==> src/verilog/hc_power_pkg.sv <==
`default_nettype none
package hc_power_pkg;
  // bus word offsets (byte addresses, aligned words)
  localparam logic [3:0] OFF_HW_CONFIG   = 4'h0;
  localparam logic [3:0] OFF_HOST_CTRL   = 4'h4;
  localparam logic [3:0] OFF_EVENT_STAT  = 4'h8;
  localparam logic [3:0] OFF_PROC_INT    = 4'hC;
  // hardware config fields
  localparam int unsigned BIT_INT_OC     = 10;
  localparam int unsigned BIT_KEEP_CLK   = 11;
  localparam int unsigned BIT_INT_PD     = 12;
  // host control functional state, bits 7:6
  localparam int unsigned FS_LSB         = 6;
  localparam logic [1:0]  FS_RESET       = 2'h0;
  localparam logic [1:0]  FS_RESUME      = 2'h1;
  localparam logic [1:0]  FS_OPER        = 2'h2;
  localparam logic [1:0]  FS_SUSPEND     = 2'h3;
  // status bit positions
  localparam int unsigned BIT_RESUME_SEEN = 6;
  localparam int unsigned BIT_CLK_READY   = 6;
  // reset values
  localparam logic [15:0] HW_CONFIG_RST  = 16'h0000;
  localparam logic [1:0]  FS_RST         = 2'h0;
  // timing, clock 25 MHz
  localparam int unsigned CLK_KHZ        = 25000;
  localparam int unsigned SUSP_STOP_US10 = 13000;
  localparam int unsigned WAKE_UP_US     = 160;
  localparam int unsigned WAKE_LOW_US100 = 114;
  localparam int unsigned SUSP_STOP_CYC  = SUSP_STOP_US10 * (CLK_KHZ / 1000) / 10;
  localparam int unsigned WAKE_UP_CYC    = WAKE_UP_US * (CLK_KHZ / 1000);
  localparam int unsigned WAKE_LOW_CYC   = WAKE_LOW_US100 * (CLK_KHZ / 100) + 1;
endpackage
`default_nettype wire

==> src/verilog/host_port_power_and_suspend_ctrl.sv <==
`timescale 1ns/10ps
`default_nettype none
// Contract
// - overcurrent drives power switch high
// - two ports, open-drain switch, oc input
// - config bit 10 selects internal detection
// - internal detection bit resets to zero
// - bit 12 connects internal pull-downs
// - functional state write enters suspend
// - full suspend stops clock, PLL, regulator
// - full suspend needs host and device suspended
// - suspended output until reset or operational
// - clock stops 1.3 ms unless keep bit
// - wake pin restarts clock, sets ready
// - clock running 160 us after wake
// - clock held while wake stays high
// - wake low 1.14 ms returns suspend
// - chip select access wakes host
// - usb resume sets resume seen flag
module host_port_power_and_suspend_ctrl #(
  parameter int unsigned SUSP_STOP_CYCLES = hc_power_pkg::SUSP_STOP_CYC,
  parameter int unsigned WAKE_LOW_CYCLES  = hc_power_pkg::WAKE_LOW_CYC
) (
  // clock and reset
  input  wire logic        sys_clk,
  input  wire logic        rst,
  input  wire logic        clk_en,
  // avalon-mm slave
  input  wire logic [3:0]  avs_address,
  input  wire logic        avs_read,
  input  wire logic        avs_write,
  input  wire logic [31:0] avs_writedata,
  output logic [31:0]      avs_readdata,
  output logic             avs_waitrequest,
  // port pins
  input  wire logic [1:0]  port_overcurrent_n,
  input  wire logic [1:0]  analog_oc_trip,
  output logic [1:0]       port_power_switch_n_o,
  output logic [1:0]       port_power_switch_n_oe,
  output logic             internal_pulldown_on,
  // suspend and wake
  input  wire logic        host_wake_in,
  input  wire logic        chip_select_n,
  input  wire logic        usb_resume_in,
  input  wire logic        device_suspended,
  output logic             host_suspended_out,
  output logic             clock_run,
  output logic             full_suspend,
  output logic             regulator_power_down
);

  // ****************************************
  // state
  // ****************************************
  typedef enum {ST_AWAKE, ST_SUSP, ST_STOPPED, ST_WAKING, ST_WOKEN} clk_state_t;

  typedef struct packed {
    logic [1:0]  oc_s1;
    logic [1:0]  oc_s2;
    logic [1:0]  trip_s1;
    logic [1:0]  trip_s2;
    logic [2:0]  wake_s;
    logic [1:0]  cs_s;
    logic [1:0]  res_s;
    logic [1:0]  dev_s;
    logic [15:0] hw_config;
    logic [1:0]  func_state;
    logic        resume_seen;
    logic        clock_ready;
    clk_state_t  cstate;
    logic [31:0] timer;
    logic [31:0] rdata;
    logic        ack;
    logic        wreq;
    logic [1:0]  psw;
    logic        pd_on;
    logic        susp_out;
    logic        clk_run;
    logic        full_susp;
    logic        reg_pd;
  } state_t;

  state_t cur;
  state_t next_cur;

  function automatic logic hit(input logic [3:0] a, input logic [3:0] off);
    hit = (a == off);
  endfunction

  logic wake_lvl;
  logic access;
  logic wr_go;
  logic rd_go;
  assign wake_lvl = cur.wake_s[1];
  assign access   = (avs_read || avs_write) && !cur.ack;
  // write lands at the edge where waitrequest is seen low
  assign wr_go    = avs_write && cur.ack;
  assign rd_go    = avs_read && !cur.ack;

  always_comb begin
    next_cur = cur;
    next_cur.oc_s1   = ~port_overcurrent_n;
    next_cur.oc_s2   = cur.oc_s1;
    next_cur.trip_s1 = analog_oc_trip;
    next_cur.trip_s2 = cur.trip_s1;
    next_cur.wake_s  = {cur.wake_s[1:0], host_wake_in};
    next_cur.cs_s    = {cur.cs_s[0], ~chip_select_n};
    next_cur.res_s   = {cur.res_s[0], usb_resume_in};
    next_cur.dev_s   = {cur.dev_s[0], device_suspended};

    // ****************************************
    // register bus
    // ****************************************
    next_cur.ack  = access;
    next_cur.wreq = !access;
    if (rd_go) begin
      if (hit(avs_address, hc_power_pkg::OFF_HW_CONFIG)) begin
        next_cur.rdata = {16'h0000, cur.hw_config};
      end else if (hit(avs_address, hc_power_pkg::OFF_HOST_CTRL)) begin
        next_cur.rdata = {24'h000000, cur.func_state, 6'h00};
      end else if (hit(avs_address, hc_power_pkg::OFF_EVENT_STAT)) begin
        next_cur.rdata = {25'h0000000, cur.resume_seen, 6'h00};
      end else if (hit(avs_address, hc_power_pkg::OFF_PROC_INT)) begin
        next_cur.rdata = {25'h0000000, cur.clock_ready, 6'h00};
      end else begin
        next_cur.rdata = 32'h00000000;
      end
    end
    if (wr_go) begin
      if (hit(avs_address, hc_power_pkg::OFF_HW_CONFIG)) begin
        next_cur.hw_config = avs_writedata[15:0];
      end
      if (hit(avs_address, hc_power_pkg::OFF_HOST_CTRL)) begin
        next_cur.func_state = avs_writedata[hc_power_pkg::FS_LSB +: 2];
      end
      // write one to clear; a same-cycle set below wins
      if (hit(avs_address, hc_power_pkg::OFF_EVENT_STAT) && avs_writedata[hc_power_pkg::BIT_RESUME_SEEN]) begin
        next_cur.resume_seen = 1'b0;
      end
      if (hit(avs_address, hc_power_pkg::OFF_PROC_INT) && avs_writedata[hc_power_pkg::BIT_CLK_READY]) begin
        next_cur.clock_ready = 1'b0;
      end
    end

    // ****************************************
    // power switching
    // ****************************************
    // switch off on overcurrent, per port, source select
    for (int i = 0; i < 2; i++) begin
      next_cur.psw[i] = ~(cur.hw_config[hc_power_pkg::BIT_INT_OC] ? cur.trip_s2[i] : cur.oc_s2[i]);
    end
    next_cur.pd_on = cur.hw_config[hc_power_pkg::BIT_INT_PD];

    // ****************************************
    // suspend clock control
    // ****************************************
    next_cur.timer = cur.timer + 32'h00000001;
    case (cur.cstate)
      ST_AWAKE: begin
        next_cur.timer = 32'h00000000;
        if (cur.func_state == hc_power_pkg::FS_SUSPEND) begin
          next_cur.cstate = ST_SUSP;
        end
      end
      ST_SUSP: begin
        // stop after dwell unless keep bit
        if (cur.hw_config[hc_power_pkg::BIT_KEEP_CLK]) begin
          next_cur.timer = 32'h00000000;
        end else if (cur.timer >= SUSP_STOP_CYCLES - 1) begin
          next_cur.cstate = ST_STOPPED;
          next_cur.timer  = 32'h00000000;
        end
      end
      ST_STOPPED: begin
        next_cur.timer = 32'h00000000;
        if (wake_lvl) begin
          next_cur.cstate = ST_WAKING;
        end
      end
      ST_WAKING: begin
        if (cur.timer >= hc_power_pkg::WAKE_UP_CYC - 1) begin
          next_cur.cstate = ST_WOKEN;
          next_cur.timer  = 32'h00000000;
          next_cur.clock_ready = 1'b1;
        end
      end
      ST_WOKEN: begin
        // held while wake high; low too long re-stops
        if (wake_lvl) begin
          next_cur.timer = 32'h00000000;
        end else if (cur.timer >= WAKE_LOW_CYCLES - 1) begin
          next_cur.cstate = ST_STOPPED;
          next_cur.timer  = 32'h00000000;
        end
      end
      default: next_cur.cstate = ST_AWAKE;
    endcase
    // chip select access acts as software wake
    if ((cur.cstate == ST_STOPPED || cur.cstate == ST_SUSP) && cur.cs_s[1]) begin
      next_cur.cstate = ST_WOKEN;
      next_cur.timer  = 32'h00000000;
    end
    if (cur.func_state == hc_power_pkg::FS_SUSPEND && cur.res_s[1]) begin
      next_cur.func_state  = hc_power_pkg::FS_RESUME;
      next_cur.resume_seen = 1'b1;
    end
    if (cur.func_state != hc_power_pkg::FS_SUSPEND && !(wr_go && hit(avs_address, hc_power_pkg::OFF_HOST_CTRL))) begin
      next_cur.cstate = ST_AWAKE;
    end

    // suspended output set on entry, cleared on reset or operational
    if (cur.func_state == hc_power_pkg::FS_SUSPEND) begin
      next_cur.susp_out = 1'b1;
    end else if (cur.func_state == hc_power_pkg::FS_RESET || cur.func_state == hc_power_pkg::FS_OPER) begin
      next_cur.susp_out = 1'b0;
    end
    // clock off while stopped
    // clock not counted as running until the wake-up delay is over
    next_cur.clk_run   = !(next_cur.cstate == ST_STOPPED || next_cur.cstate == ST_WAKING);
    // full suspend needs both controllers suspended
    next_cur.full_susp = (next_cur.cstate == ST_STOPPED) && cur.dev_s[1];
    next_cur.reg_pd    = next_cur.full_susp;
  end

  always_ff @(posedge sys_clk or posedge rst) begin
    if (rst) begin
      cur <= '0;
      cur.wreq       <= 1'b1;
      cur.hw_config  <= hc_power_pkg::HW_CONFIG_RST;
      cur.func_state <= hc_power_pkg::FS_RST;
      cur.cstate     <= ST_AWAKE;
      cur.clk_run    <= 1'b1;
    end else if (clk_en || cur.cstate == ST_STOPPED) begin
      // stopped clock modelled by freezing; wake pin still sampled
      cur <= next_cur;
    end
  end

  // ****************************************
  // outputs
  // ****************************************
  assign avs_readdata           = cur.rdata;
  assign avs_waitrequest        = cur.wreq;
  // open-drain: enable pulls low to apply power
  assign port_power_switch_n_o  = 2'h0;
  assign port_power_switch_n_oe = cur.psw;
  assign internal_pulldown_on   = cur.pd_on;
  assign host_suspended_out     = cur.susp_out;
  assign clock_run              = cur.clk_run;
  assign full_suspend           = cur.full_susp;
  assign regulator_power_down   = cur.reg_pd;

  // ****************************************
  // checks
  // ****************************************
  property p_oc_off;
    @(posedge sys_clk) disable iff (rst)
      (clk_en && !cur.hw_config[hc_power_pkg::BIT_INT_OC] && cur.oc_s2[0]) |=> port_power_switch_n_oe[0] == 1'b0;
  endproperty
  a_oc_off: assert property (p_oc_off) else $error("power not removed on overcurrent");

  property p_two_ports;
    @(posedge sys_clk) disable iff (rst)
      (clk_en && !cur.hw_config[hc_power_pkg::BIT_INT_OC] && !cur.oc_s2[1]) |=> port_power_switch_n_oe[1];
  endproperty
  a_two_ports: assert property (p_two_ports) else $error("port 2 power not applied");

  property p_int_sel;
    @(posedge sys_clk) disable iff (rst)
      (clk_en && cur.hw_config[hc_power_pkg::BIT_INT_OC]) |=> port_power_switch_n_oe == ~$past(cur.trip_s2);
  endproperty
  a_int_sel: assert property (p_int_sel) else $error("internal detection not used");

  property p_reset_cfg;
    @(posedge sys_clk) $fell(rst) |-> cur.hw_config[hc_power_pkg::BIT_INT_OC] == 1'b0;
  endproperty
  a_reset_cfg: assert property (p_reset_cfg) else $error("config not reset");

  property p_susp_out;
    @(posedge sys_clk) disable iff (rst)
      (clk_en && cur.func_state == hc_power_pkg::FS_OPER) |=> !host_suspended_out;
  endproperty
  a_susp_out: assert property (p_susp_out) else $error("suspended output stuck");

  property p_keep;
    @(posedge sys_clk) disable iff (rst)
      (cur.hw_config[hc_power_pkg::BIT_KEEP_CLK] && cur.cstate == ST_SUSP) |=> cur.cstate != ST_STOPPED;
  endproperty
  a_keep: assert property (p_keep) else $error("clock stopped despite keep bit");

  logic clock_ready_q;
  assign clock_ready_q = cur.clock_ready;
  property p_ready;
    @(posedge sys_clk) disable iff (rst)
      (clk_en && cur.cstate == ST_WAKING && next_cur.cstate == ST_WOKEN) |=> clock_ready_q;
  endproperty
  a_ready: assert property (p_ready) else $error("clock ready not set");

  property p_pd;
    @(posedge sys_clk) disable iff (rst)
      clk_en |=> internal_pulldown_on == $past(cur.hw_config[hc_power_pkg::BIT_INT_PD]);
  endproperty
  a_pd: assert property (p_pd) else $error("pull-down select ignored");

  property p_full;
    @(posedge sys_clk) disable iff (rst) full_suspend |-> !clock_run;
  endproperty
  a_full: assert property (p_full) else $error("full suspend with clock running");

  c_stop: cover property (@(posedge sys_clk) cur.cstate == ST_STOPPED);
  c_wake: cover property (@(posedge sys_clk) cur.cstate == ST_WOKEN);
  c_oc:   cover property (@(posedge sys_clk) port_power_switch_n_oe == 2'h0);
  c_res:  cover property (@(posedge sys_clk) cur.resume_seen);

endmodule // host_port_power_and_suspend_ctrl
`default_nettype wire

==> config.mk <==
export PLATFORM = sky130hd
export DESIGN_NAME = host_port_power_and_suspend_ctrl
export DESIGN_NICKNAME = d
export VERILOG_FILES = /design/src/verilog/hc_power_pkg.sv /design/src/verilog/host_port_power_and_suspend_ctrl.sv
export SDC_FILE = /design/constraint.sdc
export NUM_CORES = 1
export LEC_CHECK = 0
export BUFFER_PORTS_ARGS = -buffer_cell sky130_fd_sc_hd__buf_2
export CAP_MARGIN = 5
export CORE_UTILIZATION = 40
export CTS_CLUSTER_DIAMETER = 40
export DETAILED_ROUTE_END_ITERATION = 16
export PLACE_DENSITY = 0.69
export SETUP_SLACK_MARGIN = 0.2
export SLEW_MARGIN = 5
export SYNTH_ARGS = -nofsm -noshare
export SYNTH_HDL_FRONTEND = slang
export SYNTH_SLANG_ARGS = --single-unit
export TNS_END_PERCENT = 5
==> constraint.sdc <==
create_clock -name sys_clk -period 4.5 [get_ports sys_clk]
set_input_delay 0.9 -clock sys_clk [delete_from_list [all_inputs] [get_ports sys_clk]]
set_output_delay 0.9 -clock sys_clk [all_outputs]
set_load 0.03 [all_outputs]
==> results of run 1 <==
## cells by family (layout without fill, tap and decap cells)
| logic type | Yosys count | after routing | share of synthesized area |
|---|---|---|---|
| mux | 20 | 20 | 0.0454 |
| simple gates | 276 | 276 | 0.228 |
| fa+ha+maj | 3 | 3 | 0.00639 |
| xor+xnor | 23 | 23 | 0.0343 |
| buf+inv | 72 | 107 | 0.0765 |
| compound gates | 68 | 68 | 0.0797 |
| other cells | 1 | 18 | 0.000639 |
| flops | 124 | 124 | 0.529 |
## final cells by class
cell class	count	area, um2	area share
Tap cell	180	225	0.0337
Clock inverter	13	150	0.0225
Sequential cell	124	3110	0.465
Inverter	13	51.3	0.00768
Clock buffer	19	433	0.0648
Timing Repair Buffer	62	325	0.0487
Multi-Input combinational cell	408	2390	0.358
## where the power goes
group | leakage [nW] | internal, W | switching [W]
clock network | 0.290 | 0.000863 | 0.000474
logic | 1.31 | 0.0000656 | 0.000124
registers | 1.67 | 0.00117 | 0.0000350
## worst paths after layout
check / end / slack [ns] / cells after the start
max: cur[68] / 1.34 / 8
min: cur[134] / 0.47 / 2
max reg2reg: cur[68] / 1.34 / 8
min reg2reg: cur[134] / 0.47 / 2
max in group asynchronous: clock_run / 2.88 / 3
min in group asynchronous: cur[66] / 0.65 / 2
## worst max-delay path, delay by kind of cell (launching register included)
family | cells | cell delay [ns]
AND/OR/NAND/NOR | 5 | 1.91
flip-flops | 1 | 0.38
AO/OA/AOI/OAI | 2 | 0.51
buffers and inverters | 1 | 0.21
## layout by cell type (no fill, tap or decap), types with 2 or more instances in the layout
cell / Yosys / final
xor2_1: 16 / 16
inv_1: 13 / 12
clkbuf_16: 0 / 17
bufinv_16: 0 / 3
or2_2: 3 / 3
nor4_2: 1 / 2
o21ai_0: 30 / 30
a21oi_1: 11 / 11
xnor2_1: 7 / 7
and2_1: 29 / 29
nand2b_1: 4 / 4
dfrtp_1: 122 / 122
and3_1: 11 / 11
nand2_1: 96 / 96
a221o_1: 3 / 3
a22o_1: 2 / 2
ha_1: 3 / 3
clkinv_2: 0 / 7
a21o_1: 4 / 4
nor2_1: 59 / 59
nand3_1: 18 / 18
nor2b_1: 8 / 8
mux2_4: 8 / 8
clkinv_4: 0 / 2
mux2_2: 11 / 11
conb_1: 1 / 18
clkbuf_1: 14 / 2
or3_1: 5 / 5
buf_4: 39 / 6
nor4_1: 13 / 12
nor3_1: 8 / 8
nand4_1: 11 / 11
dfstp_2: 2 / 2
buf_2: 2 / 56
## through the flow
| step | setup WS [ns] | power, W | cells | util |
|---|---|---|---|---|
| finish | 1.34 | 0.00273 | 819 | 0.474 |
| global route | 1.08 | 0.00283 | 819 | 0.474 |
| CTS | 1.26 | 0.00276 | 819 | 0.474 |
| detailed placement | 1.33 | 0.00141 | 787 | 0.433 |
| global placement | 1.43 | 0.00140 | 787 | 0.433 |
| floorplan | 0.304 | 0.00137 | 604 | - |
## layer usage
layer / GRT usage / share of wire / vias up / routed length [um]
met4: 0.0693 / 0.014 / 0 / 163
li1: - / - / 2006 / -
met1: 0.214 / 0.46 / 2064 / 5430
met2: 0.262 / 0.47 / 92 / 5490
met3: 0.0420 / 0.051 / 9 / 598
met5: 0 / 0 / - / 0
==> impl_metrics.csv, run 1 <==
group,metric,value,unit
outcome,status,"completed",
timing,hold_slack,0.465,ns
detailed_routing,vias,4171,
detailed_routing,drc,0,
timing,min_period,3.16,ns
yosys,ys_top_cells_by_area,"dfrtp_1 (52%), nand2_1 (6.1%), buf_4 (5.0%)",
yosys,synth-edff-count,0,
yosys,yosysTopAreaCell,"dfrtp_1",
setup_path,path_max_fanout,23,
layout,fillers,1297,
die,chipWidth,123,um
timing,setup_viol,0,
yosys,ys_seq_area_frac,0.529,
clock_network,clock_latency,0.41,ns
clock_network,post-cts-setup-buffers,0,
yosys,async_flop_share,1.00,
setup_path,critPathKind,"reg -> reg",
hold_path,worstHoldStart,"cur[134]",
detailed_routing,drt_first_pass_iters,4,
placement,hpwlAfterDp,7.78,mm
yosys,netlist-cell-type-count,60,
yosys,synth_top_area_frac,0.520,
layout,antennaDiodeCount,0,
timing,fmax,0.316,GHz
clock_network,cts_resized,0,
grt,grt_max_degree,62,
setup_path,max_stage_delay,0.69,ns
clock_network,h-tree-depth,4,
setup_path,worstReg2RegStart,"cur[81]",
layout,drive_gt1_frac,0.207,
die,dieArea,15200,um2
setup_path,cp-startpoint,"cur[81]",
clock_network,cts_tree,"done",
layout,final_area,6680,um2
die,rows,43,
grt,gr-usage-all-layers,0.165,
setup_path,critical_path_arrival,3.42,ns
layout,regMostFlops,"cur",
detailed_routing,avgViaCountPerCell,5.09,
yosys,ys.flop_type,"dfrtp_1",
timing,grt_setup_unrepaired,"false",
clock_network,clockBufferDepth,2,
yosys,synth.most_common_cell,"dfrtp_1",
clock_network,clock-root-buffer,"clkbuf_16",
layout,largest_register_ffs,100,
grt,antenna_found_initial,0,
detailed_routing,drtIter0Drc,250,
die,fp.dieH,123,um
flow_run,drv_cap,0,
yosys,synth_seq_cells,124,
grt,grt_pass1_wl,19.2,mm
pwr,power_density,409,nW/um2
timing,tightest_slew,0.954,ns
clock_network,path_clk_slew,0.05,ns
die,start_util,0.417,
yosys,ys_warn_count,0,
detailed_routing,routedWlPerCell,14.3,um
clock_network,cts-hold-fix-buffers,0,
pwr,ir_worst_vdd,0.237,mV
timing,timing.setup.tns,0,ns
yosys,syn_avg_cell_area,10.0,um2
placement,portBuffers,56,
setup_path,critPathLaunchType,"flop",
layout,area_growth,13.7,%
timing,drv_slew,0,
layout,nNetsFinal,678,
clock_network,cts-buffers-inserted,17,
timing,max-slew-margin-rel,0.362,
placement,gp_congestion,0.917,
setup_path,slowest_stage,"and2_1",
pwr,leakagePower,3.28,nW
yosys,syn_area,5870,um2
timing,finalHoldViolations,0,
grt,grt_pass1_vias,4053,
clock_network,cts_sinks,124,
yosys,synth_commonest_cells,"dfrtp_1 (122), nand2_1 (96), nor2_1 (59), buf_4 (39), o21ai_0 (30)",
setup_path,path_cells,"nor4_1 -> nand4_1 -> or2_2 -> a221o_1 -> o31ai_2 -> buf_4 -> and2_1 -> nor2_1",
timing,fin_skew,0.00653,ns
yosys,synthCells,587,
placement,placed_cell_area,6100,um2
setup_path,cp_data_required_time,4.76,ns
detailed_routing,ant_nets,0,
detailed_routing,totalWireLength,11.7,mm
setup_path,cp-end-kind,"flop",
timing,fin_crit_sh,0.703,
die,core,14100,um2
die,ios,91,
hold_path,hold_class,"reg -> reg",
grt,grt_overflow_total,0,
Power figures use the tool's default switching activity.
==> inputs of run 2 (changes only) <==
--- a/config.mk
+++ b/config.mk
@@ -10,7 +10,7 @@
 export CORE_UTILIZATION = 40
 export CTS_CLUSTER_DIAMETER = 40
 export DETAILED_ROUTE_END_ITERATION = 16
-export PLACE_DENSITY = 0.69
+export PLACE_DENSITY = 0.71
 export SETUP_SLACK_MARGIN = 0.2
 export SLEW_MARGIN = 5
 export SYNTH_ARGS = -nofsm -noshare
==> constraint.sdc (replaced) <==
create_clock -name sys_clk -period 2.8 [get_ports sys_clk]
set_input_delay 0.56 -clock sys_clk [delete_from_list [all_inputs] [get_ports sys_clk]]
set_output_delay 0.56 -clock sys_clk [all_outputs]
set_load 0.03 [all_outputs]
==> run 2 against run 1 <==
Hold slack lost 0.27 ns. Design area grew 3.1%. Power grew 51%. Global-route usage shrank 0.21 points. Sequential share of layout area shrank 1.4 points. Count of clock-buffer cells in the layout grew 9. Core utilization grew 1.5 points. Clock power grew 40%. Critical path type unchanged. Largest cell class unchanged.
==> impl_metrics.csv, run 2 (synthesized netlist as in run 1, its figures left out) <==
group,metric,value,unit
layout,final_common_cell,"dfrtp_1",
clock_network,clock-root-buffer,"clkbuf_16",
clock_network,cts-buffers-inserted,17,
grt,grt_pass1_vias,4067,
hold_path,hold_class,"in -> async",
die,fp.dieH,123,um
placement,gp_congestion,0.872,
timing,finalHoldViolations,0,
timing,fmax,0.391,GHz
grt,antenna_found_initial,0,
setup_path,critical_path_arrival,2.84,ns
setup_path,worst-path-buf-inv,1,
timing,drv_slew,0,
grt,grt_overflow_total,0,
setup_path,critPathMostFrequentCell,"a221o_1",
timing,tightest_slew,0.513,ns
layout,mostFrequentLayoutCells,"dfrtp_1 (119), nand2_1 (96), nor2_1 (59), buf_2 (57), o21ai_0 (30)",
die,core,14100,um2
setup_path,critPathKind,"reg -> reg",
clock_network,clockBufferDepth,2,
setup_path,path_delay_family,"compound AO/OA/AOI/OAI gates",
die,start_util,0.417,
grt,grt_max_degree,74,
pwr,leakagePower,3.34,nW
detailed_routing,ant_nets,0,
detailed_routing,routedWlPerCell,13.8,um
setup_path,critPathLaunchType,"flop",
layout,regMostFlops,"cur",
clock_network,path_clk_slew,0.05,ns
die,dieArea,15200,um2
clock_network,h-tree-depth,4,
grt,grt_pass1_wl,19.1,mm
clock_network,cts-hold-fix-buffers,0,
setup_path,path_cells,"ha_4 -> nand4_1 -> a2111oi_4 -> nor4_2 -> a221o_1 -> o31ai_4 -> buf_6 -> nor2_2 -> a221o_1",
setup_path,cp-end-kind,"flop",
detailed_routing,avgViaCountPerCell,5.07,
die,chipWidth,123,um
setup_path,cp_data_required_time,3.08,ns
placement,place_worst_setup_slack,0.124,ns
detailed_routing,totalWireLength,11.5,mm
timing,min_period,2.56,ns
detailed_routing,vias,4239,
placement,portBuffers,56,
placement,hpwlAfterDp,7.82,mm
detailed_routing,drc,0,
timing,max-slew-margin-rel,0.657,
layout,area_growth,17.3,%
layout,antennaDiodeCount,0,
timing,setup_viol,0,
pwr,ir_worst_vdd,0.349,mV
timing,fin_crit_sh,0.913,
layout,nNetsFinal,695,
setup_path,max_stage_delay,0.42,ns
timing,setup_ws,0.244,ns
pwr,power,0.00412,W
clock_network,cts_tree,"done",
timing,grt_setup_unrepaired,"true",
layout,multi_input_area,2500,um2
die,rows,43,
timing,fin_skew,0.00994,ns
timing,timing.setup.tns,0,ns
flow_run,drv_cap,0,
setup_path,slowest_stage,"dfrtp_2",
layout,seq_area,3110,um2
outcome,status,"completed",
detailed_routing,drt_first_pass_iters,7,
layout,fillers,1255,
pwr,power_density,598,nW/um2
clock_network,cts_sinks,124,
clock_network,clock_latency,0.41,ns
layout,drive_gt1_frac,0.239,
detailed_routing,drtIter0Drc,262,
grt,gr-usage-all-layers,0.163,
layout,largest_register_ffs,100,
setup_path,path_max_fanout,5,
die,ios,91,
run 2: cell count changes in the layout (fill, tap and decap cells not counted), sizes merged:
cell	delta
bufinv	-3
clkinv	-5
clkbuf	+9
buf	+17
inv	-1
run 2: cell type report:
type	instances	share of cell area
clock inverters	4	0.00291
multi-input cells	408	0.364
clock buffers	28	0.0706
flip-flops and latches	124	0.451
repair buffers	79	0.0714
well taps	180	0.0327
inverters	13	0.00763
run 2: report_power, final:
| group | leakage (nW) | internal (W) | total, W | switching (W) |
|---|---|---|---|---|
| combinational | 1.43 | 0.000114 | 0.000313 | 0.000199 |
| clock | 0.250 | 0.00117 | 0.00187 | 0.000702 |
| sequential | 1.67 | 0.00188 | 0.00193 | 0.0000555 |
| total | 3.34 | 0.00316 | 0.00412 | 0.000957 |
run 2: repair_timing:
item                                    in CTS  in global routing
buffers inserted                             1                  6
pin swaps                                    3                  9
resized for setup                            4                 20
cloned                                       0                  1
endpoints found under the setup margin      24                 41
run 2: final timing paths:
kind | from | end | slack (ns) | cells after the start
worst max-delay path | cur[41] | cur[51] | 0.24 | 9
worst min-delay path | rst | cur[45] | 0.19 | 2
worst max register to register | cur[41] | cur[51] | 0.24 | 9
worst min register to register | cur[137] | cur[137] | 0.47 | 2
max in group asynchronous | rst | clock_run | 1.86 | 3
min in group sys_clk | port_overcurrent_n[1] | cur[141] | 0.32 | 2
run 2: metrics by stage:
step            util  cell area (um2)  cells  hold WS (ns)
2_1_floorplan      -             5940    604         0.433
3_3_place_gp   0.439             6190    796         0.445
3_5_place_dp   0.439             6190    796         0.456
4_1_cts        0.478             6730    829         0.195
5_1_grt        0.489             6890    836         0.226
6_report       0.489             6890    836         0.191
run 2: metal layers:
metal	track usage	vias up	part of all wire
met1	0.211	2091	0.48
met5	0	-	0
met3	0.0420	13	0.047
met2	0.250	97	0.46
met4	0.0851	0	0.017
li1	-	2038	-
==> inputs of run 3 (changes only) <==
--- a/config.mk
+++ b/config.mk
@@ -11,6 +11,7 @@
 export CTS_CLUSTER_DIAMETER = 40
 export DETAILED_ROUTE_END_ITERATION = 16
 export PLACE_DENSITY = 0.71
+export RECOVER_POWER = 25
 export SETUP_SLACK_MARGIN = 0.2
 export SLEW_MARGIN = 5
 export SYNTH_ARGS = -nofsm -noshare
==> run 3 against run 2 <==
Maximum frequency about the same. Die area unchanged. Critical path type unchanged. Design area decreased by 0.22%. Global-route usage unchanged. Cell count unchanged. Power about the same. Non-clock buffer count unchanged. Register-to-register slack about the same. Clock skew about the same. Core utilization decreased by 0.11 points. Sequential cell count unchanged.
==> impl_metrics.csv, run 3 (synthesized netlist as in run 1, its figures left out) <==
group,metric,value,unit
pwr,switching_share,0.232,
placement,hpwlAfterDp,7.82,mm
clock_network,path_clk_slew,0.05,ns
timing,max-slew-margin-rel,0.352,
timing,timing.setup.tns,0,ns
layout,largest_register_ffs,100,
detailed_routing,ant_nets,0,
layout,fin_cells,836,
timing,setup_viol,0,
detailed_routing,routedWlPerCell,13.8,um
setup_path,cp_data_required_time,3.08,ns
timing,min_period,2.56,ns
pwr,clkPwrFrac,0.455,
grt,antenna_found_initial,0,
grt,grt_overflow_total,0,
die,rows,43,
setup_path,path_delay_family,"compound AO/OA/AOI/OAI gates",
setup_path,critPathMostFrequentCell,"a221o_1",
flow_run,drv_cap,0,
die,core,14100,um2
die,start_util,0.417,
clock_network,cts-buffers-inserted,17,
setup_path,cp-end-kind,"flop",
grt,grt_max_degree,74,
die,ios,91,
layout,regMostFlops,"cur",
pwr,comb_power_share,0.075,
outcome,status,"completed",
clock_network,clock_latency,0.41,ns
layout,final_common_cell,"dfrtp_1",
timing,finalHoldViolations,0,
timing,grt_setup_unrepaired,"true",
detailed_routing,drc,0,
clock_network,cts_sinks,124,
clock_network,h-tree-depth,4,
pwr,power_density,598,nW/um2
layout,antennaDiodeCount,0,
setup_path,critPathLaunchType,"flop",
layout,mostFrequentLayoutCells,"dfrtp_1 (119), nand2_1 (96), nor2_1 (59), buf_2 (57), o21ai_0 (30)",
setup_path,worst-path-buf-inv,1,
setup_path,path_cells,"ha_4 -> nand4_1 -> a2111oi_4 -> nor4_2 -> a221o_1 -> o31ai_4 -> buf_6 -> nor2_2 -> a221o_1",
detailed_routing,totalWireLength,11.5,mm
grt,grt_pass1_wl,19.1,mm
layout,post-route-util,0.488,
detailed_routing,drt_first_pass_iters,7,
pwr,power,0.00411,W
detailed_routing,avgViaCountPerCell,5.07,
detailed_routing,drtIter0Drc,254,
pwr,p_switching,0.000956,W
pwr,power_frac_seq,0.470,
placement,gp_congestion,0.872,
timing,fin_crit_sh,0.913,
setup_path,critical_path_arrival,2.84,ns
grt,grt_pass1_vias,4067,
placement,portBuffers,56,
layout,drive_gt1_frac,0.239,
timing,fin_skew,0.00993,ns
die,dieArea,15200,um2
clock_network,clockBufferDepth,2,
timing,drv_slew,0,
clock_network,cts-hold-fix-buffers,0,
pwr,ir_worst_vdd,0.349,mV
clock_network,clock-root-buffer,"clkbuf_16",
pwr,intPower,0.00316,W
grt,gr-usage-all-layers,0.163,
die,fp.dieH,123,um
layout,nNetsFinal,695,
setup_path,critPathKind,"reg -> reg",
setup_path,path_max_fanout,5,
timing,tightest_slew,0.966,ns
hold_path,hold_class,"in -> async",
placement,dp.cells,796,
setup_path,max_stage_delay,0.42,ns
pwr,leakagePower,3.34,nW
clock_network,cts_tree,"done",
timing,fmax,0.391,GHz
detailed_routing,vias,4236,
setup_path,slowest_stage,"dfrtp_2",
layout,area_growth,17.1,%
die,chipWidth,123,um
-- run 3: cell count changes in the layout (fill, tap and decap cells not counted), sizes merged --
cell	delta
clkbuf	+1
buf	-1
-- run 3: worst paths after layout --
path / cells after the start / startpoint / slack, ns / endpoint
worst max-delay path: 9 / cur[41] / 0.24 / cur[51]
worst min-delay path: 2 / rst / 0.31 / cur[45]
worst max register to register: 9 / cur[41] / 0.24 / cur[51]
worst min register to register: 2 / cur[137] / 0.47 / cur[137]
max in group asynchronous: 3 / rst / 0.98 / cur[41]
min in group sys_clk: 2 / port_overcurrent_n[1] / 0.32 / cur[141]
-- run 3: metal layers --
metal | wire, um | track usage | share of wire
met1 | 5500 | 0.211 | 0.48
met2 | 5290 | 0.250 | 0.46
met3 | 552 | 0.0420 | 0.048
met4 | 199 | 0.0851 | 0.017
met5 | 0 | 0 | 0
-- run 3: worst reg2reg max path: cells and delay by family, from the launching register on --
kind | cells | cell delay [ns]
AO/OA/AOI/OAI | 4 | 1.36
adder cells (fa/ha/maj) | 1 | 0.18
buffers and inverters | 1 | 0.17
flip-flops | 1 | 0.42
AND/OR/NAND/NOR | 3 | 0.31
-- run 3: power by group through the flow --
stage	logic, W	registers (W)	clock network [W]
floorplan	0.000249	0.00196	0
global placement	0.000306	0.00196	0
detailed placement	0.000317	0.00196	0
CTS	0.000319	0.00193	0.00192
global route	0.000348	0.00194	0.00200
finish	0.000310	0.00193	0.00187
-- run 3: layout make-up --
class / count / area (um2)
clock buffers: 28 / 487
clock inverters: 4 / 20.0
fillers: 1256 / 7220
inverters: 13 / 50.0
multi-input cells: 408 / 2500
flip-flops and latches: 124 / 3110
well taps: 180 / 225
repair buffers: 79 / 479
-- run 3: timing repair --
action / CTS / global route
pin swaps: 3 / 9
cloned: 0 / 1
setup endpoints to repair: 24 / 41
setup buffers: 1 / 6
resized for setup: 4 / 20
-- run 3: stage by stage --
stage / instance area, um2 / hold WS (ns) / setup slack, ns
floorplan: 5940 / 0.433 / 0.458
global placement: 6190 / 0.445 / 0.186
detailed placement: 6190 / 0.456 / 0.124
CTS: 6730 / 0.195 / 0.169
global route: 6880 / 0.301 / 0.137
finish: 6880 / 0.313 / 0.244
